`src/logic/spims_pkg.sv`:
```
// Package of the serial peripheral port: register map, field positions,
// reset values and clock divider figures.
// Assumes a 32-bit Avalon-MM slave with byte addresses, data in bits 7..0.
package spims_pkg;

  ////////////////////////////////////////////////////////////////////////////
  // Register byte offsets
  localparam logic [4:0] SPIMS_OFS_MODE = 5'h00;
  localparam logic [4:0] SPIMS_OFS_CTL2 = 5'h04;
  localparam logic [4:0] SPIMS_OFS_DATA = 5'h08;
  localparam logic [4:0] SPIMS_OFS_ISTAT = 5'h0c;
  localparam logic [4:0] SPIMS_OFS_IMASK = 5'h10;

  ////////////////////////////////////////////////////////////////////////////
  // mode_control_reg fields
  localparam int SPIMS_MODE_HI = 7;
  localparam int SPIMS_MODE_LO = 5;
  localparam int SPIMS_UMD_BIT = 4;
  localparam int SPIMS_EN_BIT = 1;
  localparam logic [2:0] SPIMS_MODE_RST = 3'h7;

  // operating_mode_field codes
  localparam logic [2:0] SPIMS_M_DIV4 = 3'h0;
  localparam logic [2:0] SPIMS_M_DIV16 = 3'h1;
  localparam logic [2:0] SPIMS_M_DIV64 = 3'h2;
  localparam logic [2:0] SPIMS_M_SUB = 3'h3;
  localparam logic [2:0] SPIMS_M_TMR = 3'h4;
  localparam logic [2:0] SPIMS_M_SLAVE = 3'h5;

  ////////////////////////////////////////////////////////////////////////////
  // spi_control_two fields
  localparam int SPIMS_POL_BIT = 5;
  localparam int SPIMS_EDGE_BIT = 4;
  localparam int SPIMS_MSB_BIT = 3;
  localparam int SPIMS_SELECT_PIN_ENABLE_BIT = 2;
  localparam int SPIMS_WRITE_COLLISION_FLAG_BIT = 1;
  localparam int SPIMS_TRF_BIT = 0;

  // Interrupt status and mask fields
  localparam int SPIMS_IRQ_DONE = 0;
  localparam int SPIMS_IRQ_COL = 1;

  ////////////////////////////////////////////////////////////////////////////
  // Half SCK period in system clocks for the divided master rates
  localparam logic [4:0] SPIMS_HALF_DIV4 = 5'h02;
  localparam logic [4:0] SPIMS_HALF_DIV16 = 5'h08;
  localparam logic [5:0] SPIMS_HALF_DIV64 = 6'h20;

  // Bits per word and index of the last of the 16 SCK edges per word
  localparam int SPIMS_WORD_BITS = 8;
  localparam logic [4:0] SPIMS_LAST_EDGE = 5'h0f;

  typedef enum logic {SPIMS_IDLE, SPIMS_RUN} spims_state_e;

endpackage

```
`src/logic/spims_sync.sv`:
```
// Two-flop synchroniser with edge detection for a group of pins.
// Assumes inputs come from outside the i_clk domain.
module spims_sync #(
  parameter int W = 4
) (
  // Clock and reset
  input wire logic i_clk,
  input wire logic i_rst_n,
  // Pins
  input wire logic [W-1:0] i_d,
  // Synchronised level and edges
  output logic [W-1:0] o_q,
  output logic [W-1:0] o_rise,
  output logic [W-1:0] o_fall
);

  typedef struct packed {
    logic [W-1:0] meta;
    logic [W-1:0] q;
    logic [W-1:0] prev;
    logic [2:0] live;
  } spims_sync_s;

  spims_sync_s s_r;
  spims_sync_s s_nxt;

  always_comb begin
    s_nxt.meta = i_d;
    s_nxt.q = s_r.meta;
    s_nxt.prev = s_r.q;
    s_nxt.live = {s_r.live[1:0], 1'b1};
  end

  always_ff @(posedge i_clk or negedge i_rst_n) begin
    if (!i_rst_n) begin
      s_r <= '0;
    end else begin
      s_r <= s_nxt;
    end
  end

  // No edges until prev holds a real pin sample, so reset makes none
  assign o_q = s_r.q;
  assign o_rise = s_r.q & ~s_r.prev & {W{s_r.live[2]}};
  assign o_fall = ~s_r.q & s_r.prev & {W{s_r.live[2]}};

endmodule // spims_sync

```
`src/logic/spims_top.sv`:
```
// Serial peripheral port, master or slave, with Avalon-MM registers.
// Assumes pins are resolved outside from the value and output-enable pairs.
//
// Overview of operation
// RULE_01 - Select pin floats and is ignored unless enabled
// RULE_02 - Write during transfer dropped, sets collision flag
// RULE_03 - Completed transfer sets done flag, software clears
// RULE_04 - Master: data write starts full-duplex transfer
// RULE_05 - Slave: external clock shifts data out/in
// RULE_06 - Master selects slave before clocking
// RULE_07 - Slave output timing follows polarity and edge
// RULE_08 - Keeps running while its clock source runs
// RULE_09 - Disabled interface releases all four pins
// RULE_10 - Idle: SDI floats, SDO high, SCK per mode (a slave with edge select one holds SDO at its first data bit)
// RULE_11 - Master makes SCK; slave takes external SCK
// RULE_12 - Received bits reach data register only whole
// RULE_13 - Bit order must match on both ends
// RULE_14 - Bus active with select enabled and low
// RULE_15 - Software sequence: configure, write, wait, read, clear
// RULE_16 - Mode field picks master rate or slave
// RULE_17 - Polarity one idles SCK low, zero high
// RULE_18 - Each transfer moves exactly eight bits
//
// Added by the designer: the Avalon-MM slave port and the address map.
module spims_top
  import spims_pkg::*;
(
  // Clock and reset
  input wire logic i_clk,
  input wire logic i_rstn,
  // Avalon-MM slave
  input wire logic [4:0] i_address,
  input wire logic i_read,
  input wire logic i_write,
  input wire logic [3:0] i_byteenable,
  input wire logic [31:0] i_writedata,
  output logic [31:0] o_readdata,
  output logic o_waitrequest,
  // Interrupt
  output logic o_irq,
  // Master clock sources
  input wire logic i_subclk,
  input wire logic i_timer_match,
  // SPI pins
  input wire logic i_sck,
  output logic o_sck,
  output logic o_sck_oe_n,
  input wire logic i_sdi,
  output logic o_sdo,
  output logic o_sdo_oe_n,
  input wire logic i_select_pin_n,
  output logic o_select_pin_n,
  output logic o_select_pin_oe_n
);

  ////////////////////////////////////////////////////////////////////////////
  // State
  typedef struct packed {
    logic [2:0] mode;
    logic uart_mode_select;
    logic en;
    logic polb;
    logic clock_edge_select;
    logic msbf;
    logic select_pin_enable;
    logic write_collision_flag;
    logic transfer_done_flag;
    logic [7:0] data;
    logic [7:0] shbuf;
    logic [4:0] cnt;
    logic [5:0] div;
    spims_state_e st;
    logic sck;
    logic sck_oe_n;
    logic sdo;
    logic sdo_oe_n;
    logic sel_n;
    logic sel_oe_n;
    logic [1:0] istat;
    logic [1:0] imask;
    logic irq;
    logic wait_r;
    logic [31:0] rdata;
    logic smp;
    logic fin;
  } spims_s;

  localparam spims_s SPIMS_RST_S = '{
    mode: SPIMS_MODE_RST, st: SPIMS_IDLE, sck_oe_n: 1'b1, sdo: 1'b1,
    sdo_oe_n: 1'b1, sel_n: 1'b1, sel_oe_n: 1'b1, wait_r: 1'b1,
    default: '0};

  function automatic logic out_bit(input logic [7:0] b, input logic msb);
    out_bit = msb ? b[SPIMS_WORD_BITS-1] : b[0];
  endfunction

  function automatic logic [7:0] shift_in(input logic [7:0] b,
                                          input logic msb, input logic d);
    shift_in = msb ? {b[6:0], d} : {d, b[7:1]};
  endfunction

  spims_s s_r;
  spims_s s_nxt;
  logic rst_m_r;
  logic rst_n_r;

  ////////////////////////////////////////////////////////////////////////////
  // Reset release and pin synchronisers
  always_ff @(posedge i_clk or negedge i_rstn) begin
    if (!i_rstn) begin
      rst_m_r <= 1'b0;
      rst_n_r <= 1'b0;
    end else begin
      rst_m_r <= 1'b1;
      rst_n_r <= rst_m_r;
    end
  end

  logic [3:0] pin_q;
  logic [3:0] pin_rise;
  logic [3:0] pin_fall;

  spims_sync #(.W(4)) u_sync (
    .i_clk(i_clk),
    .i_rst_n(rst_n_r),
    .i_d({i_subclk, i_select_pin_n, i_sdi, i_sck}),
    .o_q(pin_q),
    .o_rise(pin_rise),
    .o_fall(pin_fall)
  );

  ////////////////////////////////////////////////////////////////////////////
  // Next state
  logic spi_on;
  logic master;
  logic idle_lvl;
  logic tick;
  logic [5:0] half;
  logic selected;
  logic ev_lead;
  logic ev_trail;
  logic ev_drive;
  logic ev_sample;
  logic run;
  logic busy;
  logic req;
  logic wr_go;
  logic [7:0] wb;
  logic [7:0] nb;
  logic hit_col;
  logic hit_done;

  always_comb begin
    s_nxt = s_r;
    spi_on = s_r.en && !s_r.uart_mode_select && (s_r.mode <= SPIMS_M_SLAVE);
    master = s_r.mode < SPIMS_M_SLAVE;
    idle_lvl = !s_r.polb; // RULE_17
    hit_col = 1'b0;
    hit_done = 1'b0;
    wb = i_writedata[7:0];
    nb = s_r.shbuf;
    // Master bit rate source
    case (s_r.mode) // RULE_16
      SPIMS_M_DIV4: half = {1'b0, SPIMS_HALF_DIV4};
      SPIMS_M_DIV16: half = {1'b0, SPIMS_HALF_DIV16};
      SPIMS_M_DIV64: half = SPIMS_HALF_DIV64;
      default: half = 6'h01;
    endcase
    case (s_r.mode) // RULE_08
      SPIMS_M_DIV4, SPIMS_M_DIV16, SPIMS_M_DIV64:
        tick = (s_r.div == half - 6'h01);
      SPIMS_M_SUB: tick = pin_rise[3] | pin_fall[3];
      SPIMS_M_TMR: tick = i_timer_match;
      default: tick = 1'b0;
    endcase
    selected = !s_r.select_pin_enable || !pin_q[2]; // RULE_01 RULE_14
    run = (s_r.st == SPIMS_RUN) && !s_r.fin;
    busy = s_r.fin || (master ? (s_r.st == SPIMS_RUN) : (s_r.cnt != 5'h00));
    // Clock edges: internal toggles as master, pin edges as slave
    if (master) begin // RULE_11
      ev_lead = spi_on && run && tick && (s_r.sck == idle_lvl);
      ev_trail = spi_on && run && tick && (s_r.sck != idle_lvl);
    end else begin
      ev_lead = spi_on && selected &&
                (s_r.polb ? pin_rise[0] : pin_fall[0]);
      ev_trail = spi_on && selected &&
                 (s_r.polb ? pin_fall[0] : pin_rise[0]);
    end
    ev_drive = s_r.clock_edge_select ? ev_trail : ev_lead; // RULE_07
    ev_sample = s_r.clock_edge_select ? ev_lead : ev_trail;

    ////////////////////////////////////////////////////////////////////////
    // Avalon-MM: answer one cycle after the request appears
    req = i_read || i_write;
    s_nxt.wait_r = !(req && s_r.wait_r);
    wr_go = i_write && !s_r.wait_r && i_byteenable[0];
    if (i_read && s_r.wait_r) begin
      case (i_address)
        SPIMS_OFS_MODE: s_nxt.rdata = {24'h0, s_r.mode, s_r.uart_mode_select, 2'h0,
                                       s_r.en, 1'h0};
        SPIMS_OFS_CTL2: s_nxt.rdata = {26'h0, s_r.polb, s_r.clock_edge_select,
                                       s_r.msbf, s_r.select_pin_enable, s_r.write_collision_flag,
                                       s_r.transfer_done_flag};
        SPIMS_OFS_DATA: s_nxt.rdata = {24'h0, s_r.data};
        SPIMS_OFS_ISTAT: s_nxt.rdata = {30'h0, s_r.istat};
        SPIMS_OFS_IMASK: s_nxt.rdata = {30'h0, s_r.imask};
        default: s_nxt.rdata = 32'h0;
      endcase
    end
    if (wr_go) begin
      case (i_address)
        SPIMS_OFS_MODE: begin
          s_nxt.mode = wb[SPIMS_MODE_HI:SPIMS_MODE_LO];
          s_nxt.uart_mode_select = wb[SPIMS_UMD_BIT];
          s_nxt.en = wb[SPIMS_EN_BIT];
        end
        SPIMS_OFS_CTL2: begin
          s_nxt.polb = wb[SPIMS_POL_BIT];
          s_nxt.clock_edge_select = wb[SPIMS_EDGE_BIT];
          s_nxt.msbf = wb[SPIMS_MSB_BIT]; // RULE_13
          s_nxt.select_pin_enable = wb[SPIMS_SELECT_PIN_ENABLE_BIT];
          s_nxt.write_collision_flag = s_r.write_collision_flag & wb[SPIMS_WRITE_COLLISION_FLAG_BIT];
          s_nxt.transfer_done_flag = s_r.transfer_done_flag & wb[SPIMS_TRF_BIT];
        end
        SPIMS_OFS_DATA: begin
          if (busy) begin
            hit_col = 1'b1; // RULE_02
          end else begin
            s_nxt.data = wb;
            s_nxt.shbuf = wb;
            if (spi_on && master) begin
              s_nxt.st = SPIMS_RUN; // RULE_04
              s_nxt.cnt = 5'h00;
              s_nxt.div = 6'h00;
            end
          end
        end
        SPIMS_OFS_ISTAT: s_nxt.istat = s_r.istat & ~wb[1:0];
        SPIMS_OFS_IMASK: s_nxt.imask = wb[1:0];
        default: ;
      endcase
    end

    ////////////////////////////////////////////////////////////////////////
    // Shift engine
    if (master && run) begin
      s_nxt.div = tick ? 6'h00 : s_r.div + 6'h01;
      if (tick) begin
        s_nxt.sck = !s_r.sck;
      end
    end
    // SDI lags the pin by two flops, so take it one clock after the edge
    s_nxt.smp = ev_sample;
    if (s_r.smp) begin
      nb = shift_in(s_r.shbuf, s_r.msbf, pin_q[1]); // RULE_05
      s_nxt.shbuf = nb;
    end
    if (ev_drive) begin
      s_nxt.sdo = out_bit(s_r.shbuf, s_r.msbf);
    end
    if (ev_lead || ev_trail) begin
      s_nxt.cnt = s_r.cnt + 5'h01;
      if (s_r.cnt == SPIMS_LAST_EDGE) begin // RULE_18
        s_nxt.cnt = 5'h00;
        s_nxt.fin = 1'b1;
      end
    end
    // Finish once the last sample is in
    if (s_r.fin) begin
      s_nxt.fin = 1'b0;
      s_nxt.st = SPIMS_IDLE;
      s_nxt.data = nb; // RULE_12
      hit_done = 1'b1;
    end
    if (!master && !selected) begin
      s_nxt.cnt = 5'h00;
    end

    ////////////////////////////////////////////////////////////////////////
    // Pins
    if (!spi_on) begin // RULE_09
      s_nxt.smp = 1'b0;
      s_nxt.fin = 1'b0;
      s_nxt.st = SPIMS_IDLE;
      s_nxt.cnt = 5'h00;
      s_nxt.sck = idle_lvl;
      s_nxt.sck_oe_n = 1'b1;
      s_nxt.sdo = 1'b1;
      s_nxt.sdo_oe_n = 1'b1;
      s_nxt.sel_n = 1'b1;
      s_nxt.sel_oe_n = 1'b1;
    end else begin
      s_nxt.sdo_oe_n = 1'b0;
      s_nxt.sck_oe_n = !master; // RULE_10 RULE_11
      s_nxt.sel_oe_n = !(master && s_r.select_pin_enable); // RULE_01
      s_nxt.sel_n = !(s_nxt.st == SPIMS_RUN); // RULE_06 RULE_14
      if (s_nxt.st == SPIMS_IDLE && master) begin
        s_nxt.sck = idle_lvl; // RULE_10 RULE_17
      end
      if (s_nxt.cnt == 5'h00 && !(ev_lead || ev_trail)) begin
        // Edge mode one needs the first bit out before the first edge
        s_nxt.sdo = (s_r.clock_edge_select && (master ? s_nxt.st == SPIMS_RUN : 1'b1))
                    ? out_bit(s_nxt.shbuf, s_r.msbf) : 1'b1; // RULE_07
      end
    end

    ////////////////////////////////////////////////////////////////////////
    // Flags and interrupt; a set wins over a clear in the same cycle
    if (hit_col) begin
      s_nxt.write_collision_flag = 1'b1; // RULE_02
      s_nxt.istat[SPIMS_IRQ_COL] = 1'b1;
    end
    if (hit_done) begin
      s_nxt.transfer_done_flag = 1'b1; // RULE_03
      s_nxt.istat[SPIMS_IRQ_DONE] = 1'b1;
    end
    s_nxt.irq = |(s_nxt.istat & s_nxt.imask);
  end

  always_ff @(posedge i_clk or negedge rst_n_r) begin
    if (!rst_n_r) begin
      s_r <= SPIMS_RST_S;
    end else begin
      s_r <= s_nxt;
    end
  end

  ////////////////////////////////////////////////////////////////////////////
  // Outputs
  assign o_readdata = s_r.rdata;
  assign o_waitrequest = s_r.wait_r;
  assign o_irq = s_r.irq;
  assign o_sck = s_r.sck;
  assign o_sck_oe_n = s_r.sck_oe_n;
  assign o_sdo = s_r.sdo;
  assign o_sdo_oe_n = s_r.sdo_oe_n;
  assign o_select_pin_n = s_r.sel_n;
  assign o_select_pin_oe_n = s_r.sel_oe_n;

endmodule // spims_top

```
`config.mk`:
```
export PLATFORM = sky130hd
export DESIGN_NAME = spims_top
export DESIGN_NICKNAME = d
export VERILOG_FILES = /design/src/logic/spims_pkg.sv /design/src/logic/spims_sync.sv /design/src/logic/spims_top.sv
export SDC_FILE = /design/constraint.sdc
export NUM_CORES = 1
export LEC_CHECK = 0
export ABC_AREA = 1
export BUFFER_PORTS_ARGS = -buffer_cell sky130_fd_sc_hd__buf_2
export CAP_MARGIN = 20
export CORE_UTILIZATION = 45
export DETAILED_ROUTE_END_ITERATION = 8
export HOLD_SLACK_MARGIN = 0.08
export PLACE_DENSITY = 0.71
export SYNTH_ARGS = -nofsm -noshare
export SYNTH_HDL_FRONTEND = slang
export SYNTH_SLANG_ARGS = --single-unit
```
`constraint.sdc`:
```
create_clock -name i_clk -period 2.2 [get_ports i_clk]
set_clock_uncertainty 0.1 [all_clocks]
set_input_delay 0.22 -clock i_clk [delete_from_list [all_inputs] [get_ports i_clk]]
set_output_delay 0.22 -clock i_clk [all_outputs]
set_load 0.005 [all_outputs]
```
==> metrics, run 1 <==
status=complete, but fails checks; failing checks=negative setup slack; Least-Margin Pin Slew=0.669 ns; Total Routing Usage GR=0.211; synthesized area=4030 um2; fmax=376 MHz; Die Y=96.6 um; final WL=8.96 mm; #FFs+latches synth=76; final antenna-violating net count=0; Initial Util=0.464; FF-to-FF setup slack=-0.46 ns; latest clock arrival within the worst-skew pair=0.36 ns; htree depth=3; R2R cell count=21; diode count=0; die area=9330 um2; clk root buf=clkbuf_8; Worst Hold Class=register to async pin; max-cap viol count=0; sequential-to-total area share from yosys stat=0.475; wire per inst=13.0 um; CTS Buffer Depth=2; pre-CTS setup slack=-0.379 ns; largest net degree at the start of global routing=28; Crit Path Category=register to register; cell area after layout=4960 um2; DRC viols=0; detailed placement HPWL=6.56 mm; num rows=34; warnings from Yosys=0; Critical Path RT=2.40 ns; number of global-route vias before repair=3327; nets=628; TritonRoute pass-1 iters=5; gr ovfl total=0; Rel. slew slack=0.554; LEAKAGE=2.52 nW; Die W=96.6 um; Ports=90; placed instance area=4460 um2; slowest CP cell=dfstp_2; EDFF count, synth=0; setup TNS=-1.71 ns; reg2reg start=s_r[83]; mean post-synth cell area=8.30 um2; # fillers=745; post-layout minimum cycle time=2.66 ns; RSZ-0062 raised after global routing=true; CP peak stage delay=0.58 ns; commonest cells in the netlist=nand2_1 (109), dfrtp_1 (67), inv_1 (55), o21ai_0 (44), nor2_1 (36); Fin. Hold Viols=0; DR iter-0 viols=107; Syn Inst Count=485; synth top area cells=dfrtp_1 (42%), nand2_1 (10%), buf_4 (6.0%); pwr dens=654 nW/um2; share of cells above drive strength 1=0.271; Overall Power=0.00325 W; cell repeated most along the worst path=nand2_2; Main synth FF type=dfrtp_1; Arrival @ worst endpoint=2.85 ns; worst path cell trace=nand2_2 > nand2_2 > nor2_4 > ha_4 > inv_2 > nand2_2 > nand2_1 > nand2_1 > nor2_1 > nand3_1 > nand2_2 > nand4_4 > nand2_4 > nor2_4 > o21ai_2 > nand2_2 > nand3_2 > o21bai_1 > nand3_1 > nand2_1 > nand2_1; post-synth top area share=0.417; startpoint types=register; setup ws final=-0.456 ns; routed via count=3381; crit share post-route=1.21; # clock sinks=76; core area=8680 um2; Async SR Flop Fraction=1.00; Unique masters post-synth=43; TritonCTS Buffers=9; crit end category=register; CTS tree=yes; initial antenna violation count=0; Reg-to-Reg End=o_sdo; crit-path max FO=6; first-pass GRT wire length=14.8 mm; top-count cell post-synth=nand2_1; Via density=4.92; CTS clk-pin slew, worst paths=0.08 ns; RePlAce Congestion=0.893; worst vdd ir=0.343 mV; Synth area leader=dfrtp_1; Final Max Tran Viols=0; port buffer count=38; Layout area overhead=23.3%; Final setup viols=9
==> cell usage in the layout (no fill, tap or decap), drive strengths merged <==
cell type and instances:
a211oi 1, a21o 1, a21oi 24, a221oi 3, a22o 2, a31o 1
buf 76, bufinv 1, clkbuf 15, clkinv 1, conb 26, dfrtp 67
dfstp 9, dlygate4sd3 16, ha 4, inv 64, nand2 116, nand3 31
nand3b 1, nand4 5, nor2 45, nor3 2, nor4 1, o2111ai 2
o211ai 2, o21a 1, o21ai 48, o21bai 1, o22ai 4, or2 1
xnor2 2, xor2 6
==> worst max path at each step <==
stage	startpoint	end	slack, ns	depth (start not counted)
CTS	s_r[82]	o_sdo	-0.39	22
global placement	s_r[83]	o_sdo	-0.28	22
global route	s_r[83]	o_sdo	-0.62	22
finish	s_r[83]	o_sdo	-0.46	21
floorplan	s_r[84]	o_sdo	-0.22	23
detailed placement	s_r[82]	o_sdo	-0.38	22
==> power by group <==
part | switching (W) | total [W] | leakage (nW) | internal, W
sequential | 0.0000834 | 0.00161 | 0.933 | 0.00153
combinational | 0.000324 | 0.000548 | 1.49 | 0.000224
clock | 0.000500 | 0.00109 | 0.0979 | 0.000589
==> routing by layer <==
| layer | part of all wire | vias to the layer above | track usage |
|---|---|---|---|
| met5 | 0 | - | 0 |
| met4 | 0.024 | 0 | 0.0821 |
| met3 | 0.040 | 23 | 0.0516 |
| met2 | 0.49 | 77 | 0.361 |
| met1 | 0.45 | 1600 | 0.255 |
| li1 | - | 1681 | - |
==> area by class of cell <==
class | instances | area, um2 | share of cell area
clock inverters | 1 | 30.0 | 0.00605
well taps | 108 | 135 | 0.0272
flip-flops and latches | 76 | 1910 | 0.386
repair buffers | 92 | 668 | 0.135
multi-input cells | 330 | 1800 | 0.362
inverters | 65 | 255 | 0.0514
clock buffers | 15 | 166 | 0.0335
==> worst max-delay path, delay by kind of cell, from the launching register on <==
kind	cells	cell delay [ns]
flip-flops	1	0.58
adder cells (fa/ha/maj)	1	0.26
AO/OA/AOI/OAI	2	0.27
buffers and inverters	1	0.03
AND/OR/NAND/NOR	17	1.35
==> registers in the layout (all words and copies together), names as in the netlist, 3 cells and up <==
name and cells:
u_sync.s_nxt 6, u_sync.s_r 3, o_readdata 8, s_r 45
u_sync.o_q 4
==> metrics by stage <==
step           hold slack [ns]  cells  utilization
4_1_cts                  0.229    684        0.563
6_report                 0.199    687        0.572
3_5_place_dp           -0.0940    650        0.514
2_1_floorplan           -0.176    509            -
5_1_grt                  0.261    687        0.572
3_3_place_gp           -0.0949    650        0.514
==> cell families (layout without fill, tap and decap cells) <==
group,Yosys count,count (layout),synth area share
flip-flops,76,76,0.475
AO/OA/AOI/OAI,90,90,0.136
AND/OR/NAND/NOR,202,202,0.230
other,2,26,0.00187
buffers and inverters,103,173,0.127
XOR/XNOR,8,8,0.0174
adder cells (fa/ha/maj),4,4,0.0124
==> timing repair <==
item,4_1_cts,5_1_grt
endpoints found under the hold margin,23,0
endpoints found under the setup margin,8,9
pin swaps,2,15
setup buffers,2,5
hold buffers,16,0
gates cloned,0,0
resized for setup,10,15
No activity file was read; power rests on OpenSTA's default activity.
==> run 2: changes to the inputs <==
TNS_END_PERCENT = 50   (was not set)
==> metrics, run 2 (synthesis gave the netlist of run 1 again) <==
status=complete, but fails checks (unchanged); failing checks=negative setup slack (unchanged); startpoint types=register (unchanged); Fin. Hold Viols=0 (unchanged); die area=9330 um2 (unchanged); crit share post-route=1.24 (was 1.21); non-filler instance count after layout=685 (was 687); Least-Margin Pin Slew=0.671 ns (was 0.669 ns); gr ovfl total=0 (unchanged); Arrival @ worst endpoint=2.93 ns (was 2.85 ns); slowest CP cell=dfstp_2 (unchanged); RSZ-0062 raised after global routing=true (unchanged); routed via count=3410 (was 3381); final WL=9.05 mm (was 8.96 mm); Biggest register=s_r (unchanged); post-layout minimum cycle time=2.74 ns (was 2.66 ns); cell repeated most along the worst path=nand2_1 (was nand2_2); most frequent cells in the layout=nand2_1 (104), dfrtp_1 (66), inv_1 (54), o21ai_0 (44), buf_2 (38) (was nand2_1 (100), dfrtp_1 (66), inv_1 (53), o21ai_0 (44), buf_2 (38)); first-pass GRT wire length=14.6 mm (was 14.8 mm); latest clock arrival within the worst-skew pair=0.36 ns (about the same); detailed placement HPWL=6.56 mm (unchanged); # clock sinks=76 (unchanged); Initial Util=0.464 (unchanged); largest net degree at the start of global routing=28 (unchanged); Total Routing Usage GR=0.209 (was 0.211); Crit Path Category=register to register (unchanged); CP peak stage delay=0.58 ns (about the same); CTS tree=yes (unchanged); share of cells above drive strength 1=0.256 (was 0.271); Die W=96.6 um (unchanged); Worst Hold Class=register to async pin (unchanged); initial antenna violation count=0 (unchanged); port buffer count=38 (unchanged); Largest register FFs=45 (unchanged); CP startpoint=s_r[82] (was s_r[83]); CTS clk-pin slew, worst paths=0.08 ns (about the same); Critical Path RT=2.40 ns (about the same); number of global-route vias before repair=3295 (was 3327); placed instance area=4460 um2 (unchanged); LEAKAGE=2.50 nW (was 2.52 nW); DR iter-0 viols=117 (was 107); num rows=34 (unchanged); worst path cell trace=nand2_2 > nand2_2 > nor2_2 > ha_1 > inv_1 > nand2_1 > nand2_1 > nand2_1 > nor2_1 > nand3_1 > nand2_2 > nand4_4 > nand2_4 > inv_2 > nand2_2 > nand2_1 > nand3_2 > nand2_1 > o21bai_1 > nand3_1 > nand2_1 > nand2_1 (was nand2_2 > nand2_2 > nor2_4 > ha_4 > inv_2 > nand2_2 > nand2_1 > nand2_1 > nor2_1 > nand3_1 > nand2_2 > nand4_4 > nand2_4 > nor2_4 > o21ai_2 > nand2_2 > nand3_2 > o21bai_1 > nand3_1 > nand2_1 > nand2_1); Die Y=96.6 um (unchanged); reg2reg start=s_r[82] (was s_r[83]); commonest non-fill, non-tap cell in the layout=nand2_1 (unchanged); core area=8680 um2 (unchanged); # fillers=755 (was 745); Layout area overhead=22.2% (was 23.3%); crit-path max FO=4 (was 6); wire per inst=13.2 um (was 13.0 um); FF-to-FF setup slack=-0.54 ns (was -0.46 ns); Final Max Tran Viols=0 (unchanged); TritonCTS Buffers=9 (unchanged); cell area after layout=4920 um2 (was 4960 um2); final antenna-violating net count=0 (unchanged); htree depth=3 (unchanged); clk root buf=clkbuf_8 (unchanged); final hold slack=0.202 ns (was 0.199 ns); diode count=0 (unchanged); Final setup viols=9 (unchanged); pre-CTS setup slack=-0.379 ns (unchanged); pwr dens=659 nW/um2 (was 654 nW/um2); placed insts=650 (unchanged); max-cap viol count=0 (unchanged); TritonRoute pass-1 iters=4 (was 5); fmax=366 MHz (was 376 MHz); Rel. slew slack=0.553 (was 0.554); nets=626 (was 628); Via density=4.98 (was 4.92); worst vdd ir=0.342 mV (was 0.343 mV); crit end category=register (unchanged); RePlAce Congestion=0.893 (unchanged); DRC viols=0 (unchanged); CTS Buffer Depth=2 (unchanged); Ports=90 (unchanged); setup ws final=-0.535 ns (was -0.456 ns)
-- run 2: changes by cell type in the layout (fill, tap and decap cells not counted), moves of 2 or more --
cell	previous run	this run
buf_4	34	31
nand2_1	100	104
nand2_2	12	9
nand3_1	24	26
nand3_2	6	4
-- run 2: cell type report --
| class | instances | area (um2) | area share |
|---|---|---|---|
| well taps | 108 | 135 | 0.0275 |
| repair buffers | 90 | 657 | 0.134 |
| multi-input cells | 330 | 1760 | 0.358 |
| flip-flops and latches | 76 | 1910 | 0.389 |
| inverters | 65 | 253 | 0.0514 |
| clock inverters | 1 | 30.0 | 0.00611 |
| clock buffers | 15 | 166 | 0.0338 |
-- run 2: final timing paths --
path	depth (start not counted)	end
worst max register to register	22	o_sdo
worst max-delay path	22	o_sdo
worst min register to register	0	s_r[77]
worst min-delay path	0	s_r[77]
max in group asynchronous	1	o_sck_oe_n
min in group i_clk	0	u_sync.o_q[2]
-- run 2: through the flow --
step	utilization	TNS (ns)	power [W]
4_1_cts	0.557	-1.17	0.00325
6_report	0.567	-1.85	0.00324
5_1_grt	0.567	-3.65	0.00341
3_3_place_gp	0.514	-0.751	0.00212
2_1_floorplan	-	-0.217	0.00198
3_5_place_dp	0.514	-1.17	0.00214
-- run 2: routing by layer --
layer,vias to the layer above,share of wire,global-route usage
met2,102,0.48,0.356
met1,1608,0.44,0.250
li1,1675,-,-
met3,25,0.045,0.0540
met4,0,0.026,0.0833
met5,-,0,0
-- run 2: what timing repair did --
item	in CTS	in global routing
hold endpoints to repair	23	0
setup buffers	0	4
setup endpoints to repair	8	9
gates cloned	0	0
pin swaps	0	9
gates resized for setup	3	14
hold buffers	16	0
-- run 2: report_power, final --
| part | switching, W | internal (W) |
|---|---|---|
| sequential | 0.0000845 | 0.00153 |
| clock | 0.000500 | 0.000589 |
| combinational | 0.000321 | 0.000220 |
| total | 0.000905 | 0.00234 |
-- run 2: critical path, delay by kind of cell (launching register included) --
family                   cells  cell delay, ns
flip-flops                   1            0.58
adder cells (fa/ha/maj)      1            0.28
AND/OR/NAND/NOR             18            1.43
buffers and inverters        2            0.10
AO/OA/AOI/OAI                1            0.19
==> run 3: changes to the inputs <==
PLACE_DENSITY = 0.68   (was 0.71)
clock period = 2.9 ns   (was 2.2 ns; I/O delays follow)
==> metrics, run 3 (synthesis gave the netlist of run 1 again) <==
Hold EP=s_r[84]; latest clock arrival within the worst-skew pair=0.35 ns (was 0.36 ns); Net Sw Frac=0.290 (was 0.279); DRC viols=1 (was 0); Fin. Hold Viols=0 (unchanged); Biggest register=s_r (unchanged); Die Y=96.6 um (unchanged); TritonCTS Buffers=9 (unchanged); CTS tree=yes (unchanged); fmax=362 MHz (was 366 MHz); RSZ-0062 raised after global routing=true (unchanged); Reg-to-Reg End=o_sdo (unchanged); Layout area overhead=13.6% (was 22.2%); setup ws final=0.138 ns (was -0.535 ns); routed via count=3292 (was 3410); crit end category=register (unchanged); most frequent cells in the layout=nand2_1 (104), dfrtp_1 (66), inv_1 (55), o21ai_0 (44), buf_2 (38) (was nand2_1 (104), dfrtp_1 (66), inv_1 (54), o21ai_0 (44), buf_2 (38)); final antenna-violating net count=0 (unchanged); Rel. slew slack=0.377 (was 0.553); Hold Crit Start=i_writedata[7]; nets=589 (was 626); final design utilization=0.527 (was 0.567); failing checks=design-rule violations (was negative setup slack); reg2reg start=s_r[84] (was s_r[82]); Least-Margin Pin Slew=0.935 ns (was 0.671 ns); CTS Buffer Depth=2 (unchanged); FF-to-FF setup slack=0.14 ns (was -0.54 ns); # clock sinks=76 (unchanged); # fillers=836 (was 755); num rows=34 (unchanged); Worst Hold Class=primary input to register (was register to async pin); detailed placement HPWL=6.19 mm (was 6.56 mm); worst path cell trace=inv_4 > nand2_2 > nor2_2 > ha_1 > inv_1 > nand2_1 > nand2_1 > nand2_1 > nor2_1 > nand3_1 > nand2_2 > nand4_4 > nand2_4 > inv_2 > nand2_4 > nand2_1 > nand3_2 > nand2_1 > inv_1 > nand3_2 > nand3_1 > nand2_1 > nand2_1 (was nand2_2 > nand2_2 > nor2_2 > ha_1 > inv_1 > nand2_1 > nand2_1 > nand2_1 > nor2_1 > nand3_1 > nand2_2 > nand4_4 > nand2_4 > inv_2 > nand2_2 > nand2_1 > nand3_2 > nand2_1 > o21bai_1 > nand3_1 > nand2_1 > nand2_1); commonest non-fill, non-tap cell in the layout=nand2_1 (unchanged); crit-path max FO=5 (was 4); core area=8680 um2 (unchanged); clk root buf=clkbuf_8 (unchanged); LEAKAGE=2.32 nW (was 2.50 nW); R2R cell count=23 (was 22); Final Max Tran Viols=0 (unchanged); largest net degree at the start of global routing=75 (was 28); multi-input logic area=1740 um2 (was 1760 um2); startpoint types=register (unchanged); Internal Power=0.00171 W (was 0.00234 W); Total Routing Usage GR=0.204 (was 0.209); Final setup viols=0 (was 9); crit share post-route=0.952 (was 1.24); hold depth=3; Ports=90 (unchanged); Via density=5.08 (was 4.98); CP Depth=23 (was 22); htree depth=3 (unchanged); slowest CP cell=dfstp_2 (unchanged); Largest register FFs=45 (unchanged); number of global-route vias before repair=3053 (was 3295); CP delay by family, top=simple AND/OR/NAND/NOR gates (unchanged); first-pass GRT wire length=14.3 mm (was 14.6 mm); NetSw=0.000700 W (was 0.000905 W); gr ovfl total=0 (unchanged); RePlAce Congestion=0.825 (was 0.893); Clk pwr share=0.343 (was 0.336); diode count=0 (unchanged); register area=1920 um2 (was 1910 um2); placed instance area=4190 um2 (was 4460 um2); Buf/Inv on CP=4 (was 2); Die W=96.6 um (unchanged); Crit Path Category=register to register (unchanged); pre-CTS setup slack=0.168 ns (was -0.379 ns); DR iter-0 viols=296 (was 117); Initial Util=0.464 (unchanged); Sequential Power Share=0.516 (was 0.497); final hold slack=0.0974 ns (was 0.202 ns); wire per inst=13.6 um (was 13.2 um); pwr dens=527 nW/um2 (was 659 nW/um2); post-layout minimum cycle time=2.76 ns (was 2.74 ns); die area=9330 um2 (unchanged); cell area after layout=4570 um2 (was 4920 um2); port buffer count=38 (unchanged); combinational power share=0.141 (was 0.167); cell repeated most along the worst path=nand2_1 (unchanged); TritonRoute pass-1 iters=6 (was 4); share of cells above drive strength 1=0.219 (was 0.256); CTS clk-pin slew, worst paths=0.08 ns (about the same); status=complete, but fails checks (unchanged); worst vdd ir=0.293 mV (was 0.342 mV); Arrival @ worst endpoint=2.95 ns (was 2.93 ns); Critical Path RT=3.09 ns (was 2.40 ns); CP peak stage delay=0.60 ns (was 0.58 ns); max-cap viol count=0 (unchanged); final WL=8.78 mm (was 9.05 mm); initial antenna violation count=0 (unchanged); Overall Power=0.00241 W (was 0.00324 W)
==> run 3: cell types whose count changed in the layout (fill, tap and decap cells not counted), sizes merged <==
cell | before | now
clkbuf | 15 | 11
clkinv | 1 | 2
dlygate4sd3 | 16 | 7
clkinvlp | 0 | 3
buf | 74 | 46
==> run 3: metal layers <==
layer,global-route usage,share of wire,wire length [um]
met2,0.318,0.47,4090
met3,0.0290,0.044,390
met1,0.285,0.47,4090
met5,0,0,0
met4,0.0809,0.024,213
==> run 3: final cells by class <==
cell class,instances,area share
flip-flops and latches,76,0.419
clock inverters,5,0.0134
inverters,65,0.0553
multi-input cells,330,0.381
repair buffers,53,0.0701
well taps,108,0.0296
clock buffers,11,0.0309
==> run 3: power by group through the flow <==
stage	sequential [W]	clock, W	combinational, W
global placement	0.00126	0	0.000303
detailed placement	0.00126	0	0.000312
floorplan	0.00123	0	0.000267
CTS	0.00124	0.000850	0.000323
finish	0.00124	0.000827	0.000340
global route	0.00126	0.000898	0.000389
==> run 3: worst max path at each step <==
stage,start,end,slack [ns]
after floorplan,s_r[84],o_sdo,0.45
after global placement,s_r[82],o_sdo,0.21
after detailed placement,s_r[82],o_sdo,0.17
after CTS,s_r[82],o_sdo,0.12
after global routing,s_r[82],o_sdo,-0.08
final,s_r[84],o_sdo,0.14
==> run 3: worst min-delay path, delay by kind of cell <==
kind | cells | cell delay (ns)
buffers and inverters | 1 | 0.11
AND/OR/NAND/NOR | 1 | 0.10
AO/OA/AOI/OAI | 1 | 0.05
==> run 3: repair_timing <==
action                                  4_1_cts  5_1_grt
hold endpoints to repair                      7        0
resized for setup                             0       13
hold buffers                                  7        0
endpoints found under the setup margin        0        1
buffers inserted                              0        7
==> run 3: metrics by stage <==
stage	instances	TNS [ns]
floorplan	509	0
finish	648	0
CTS	641	0
global route	648	-0.0769
global placement	618	0
detailed placement	618	0
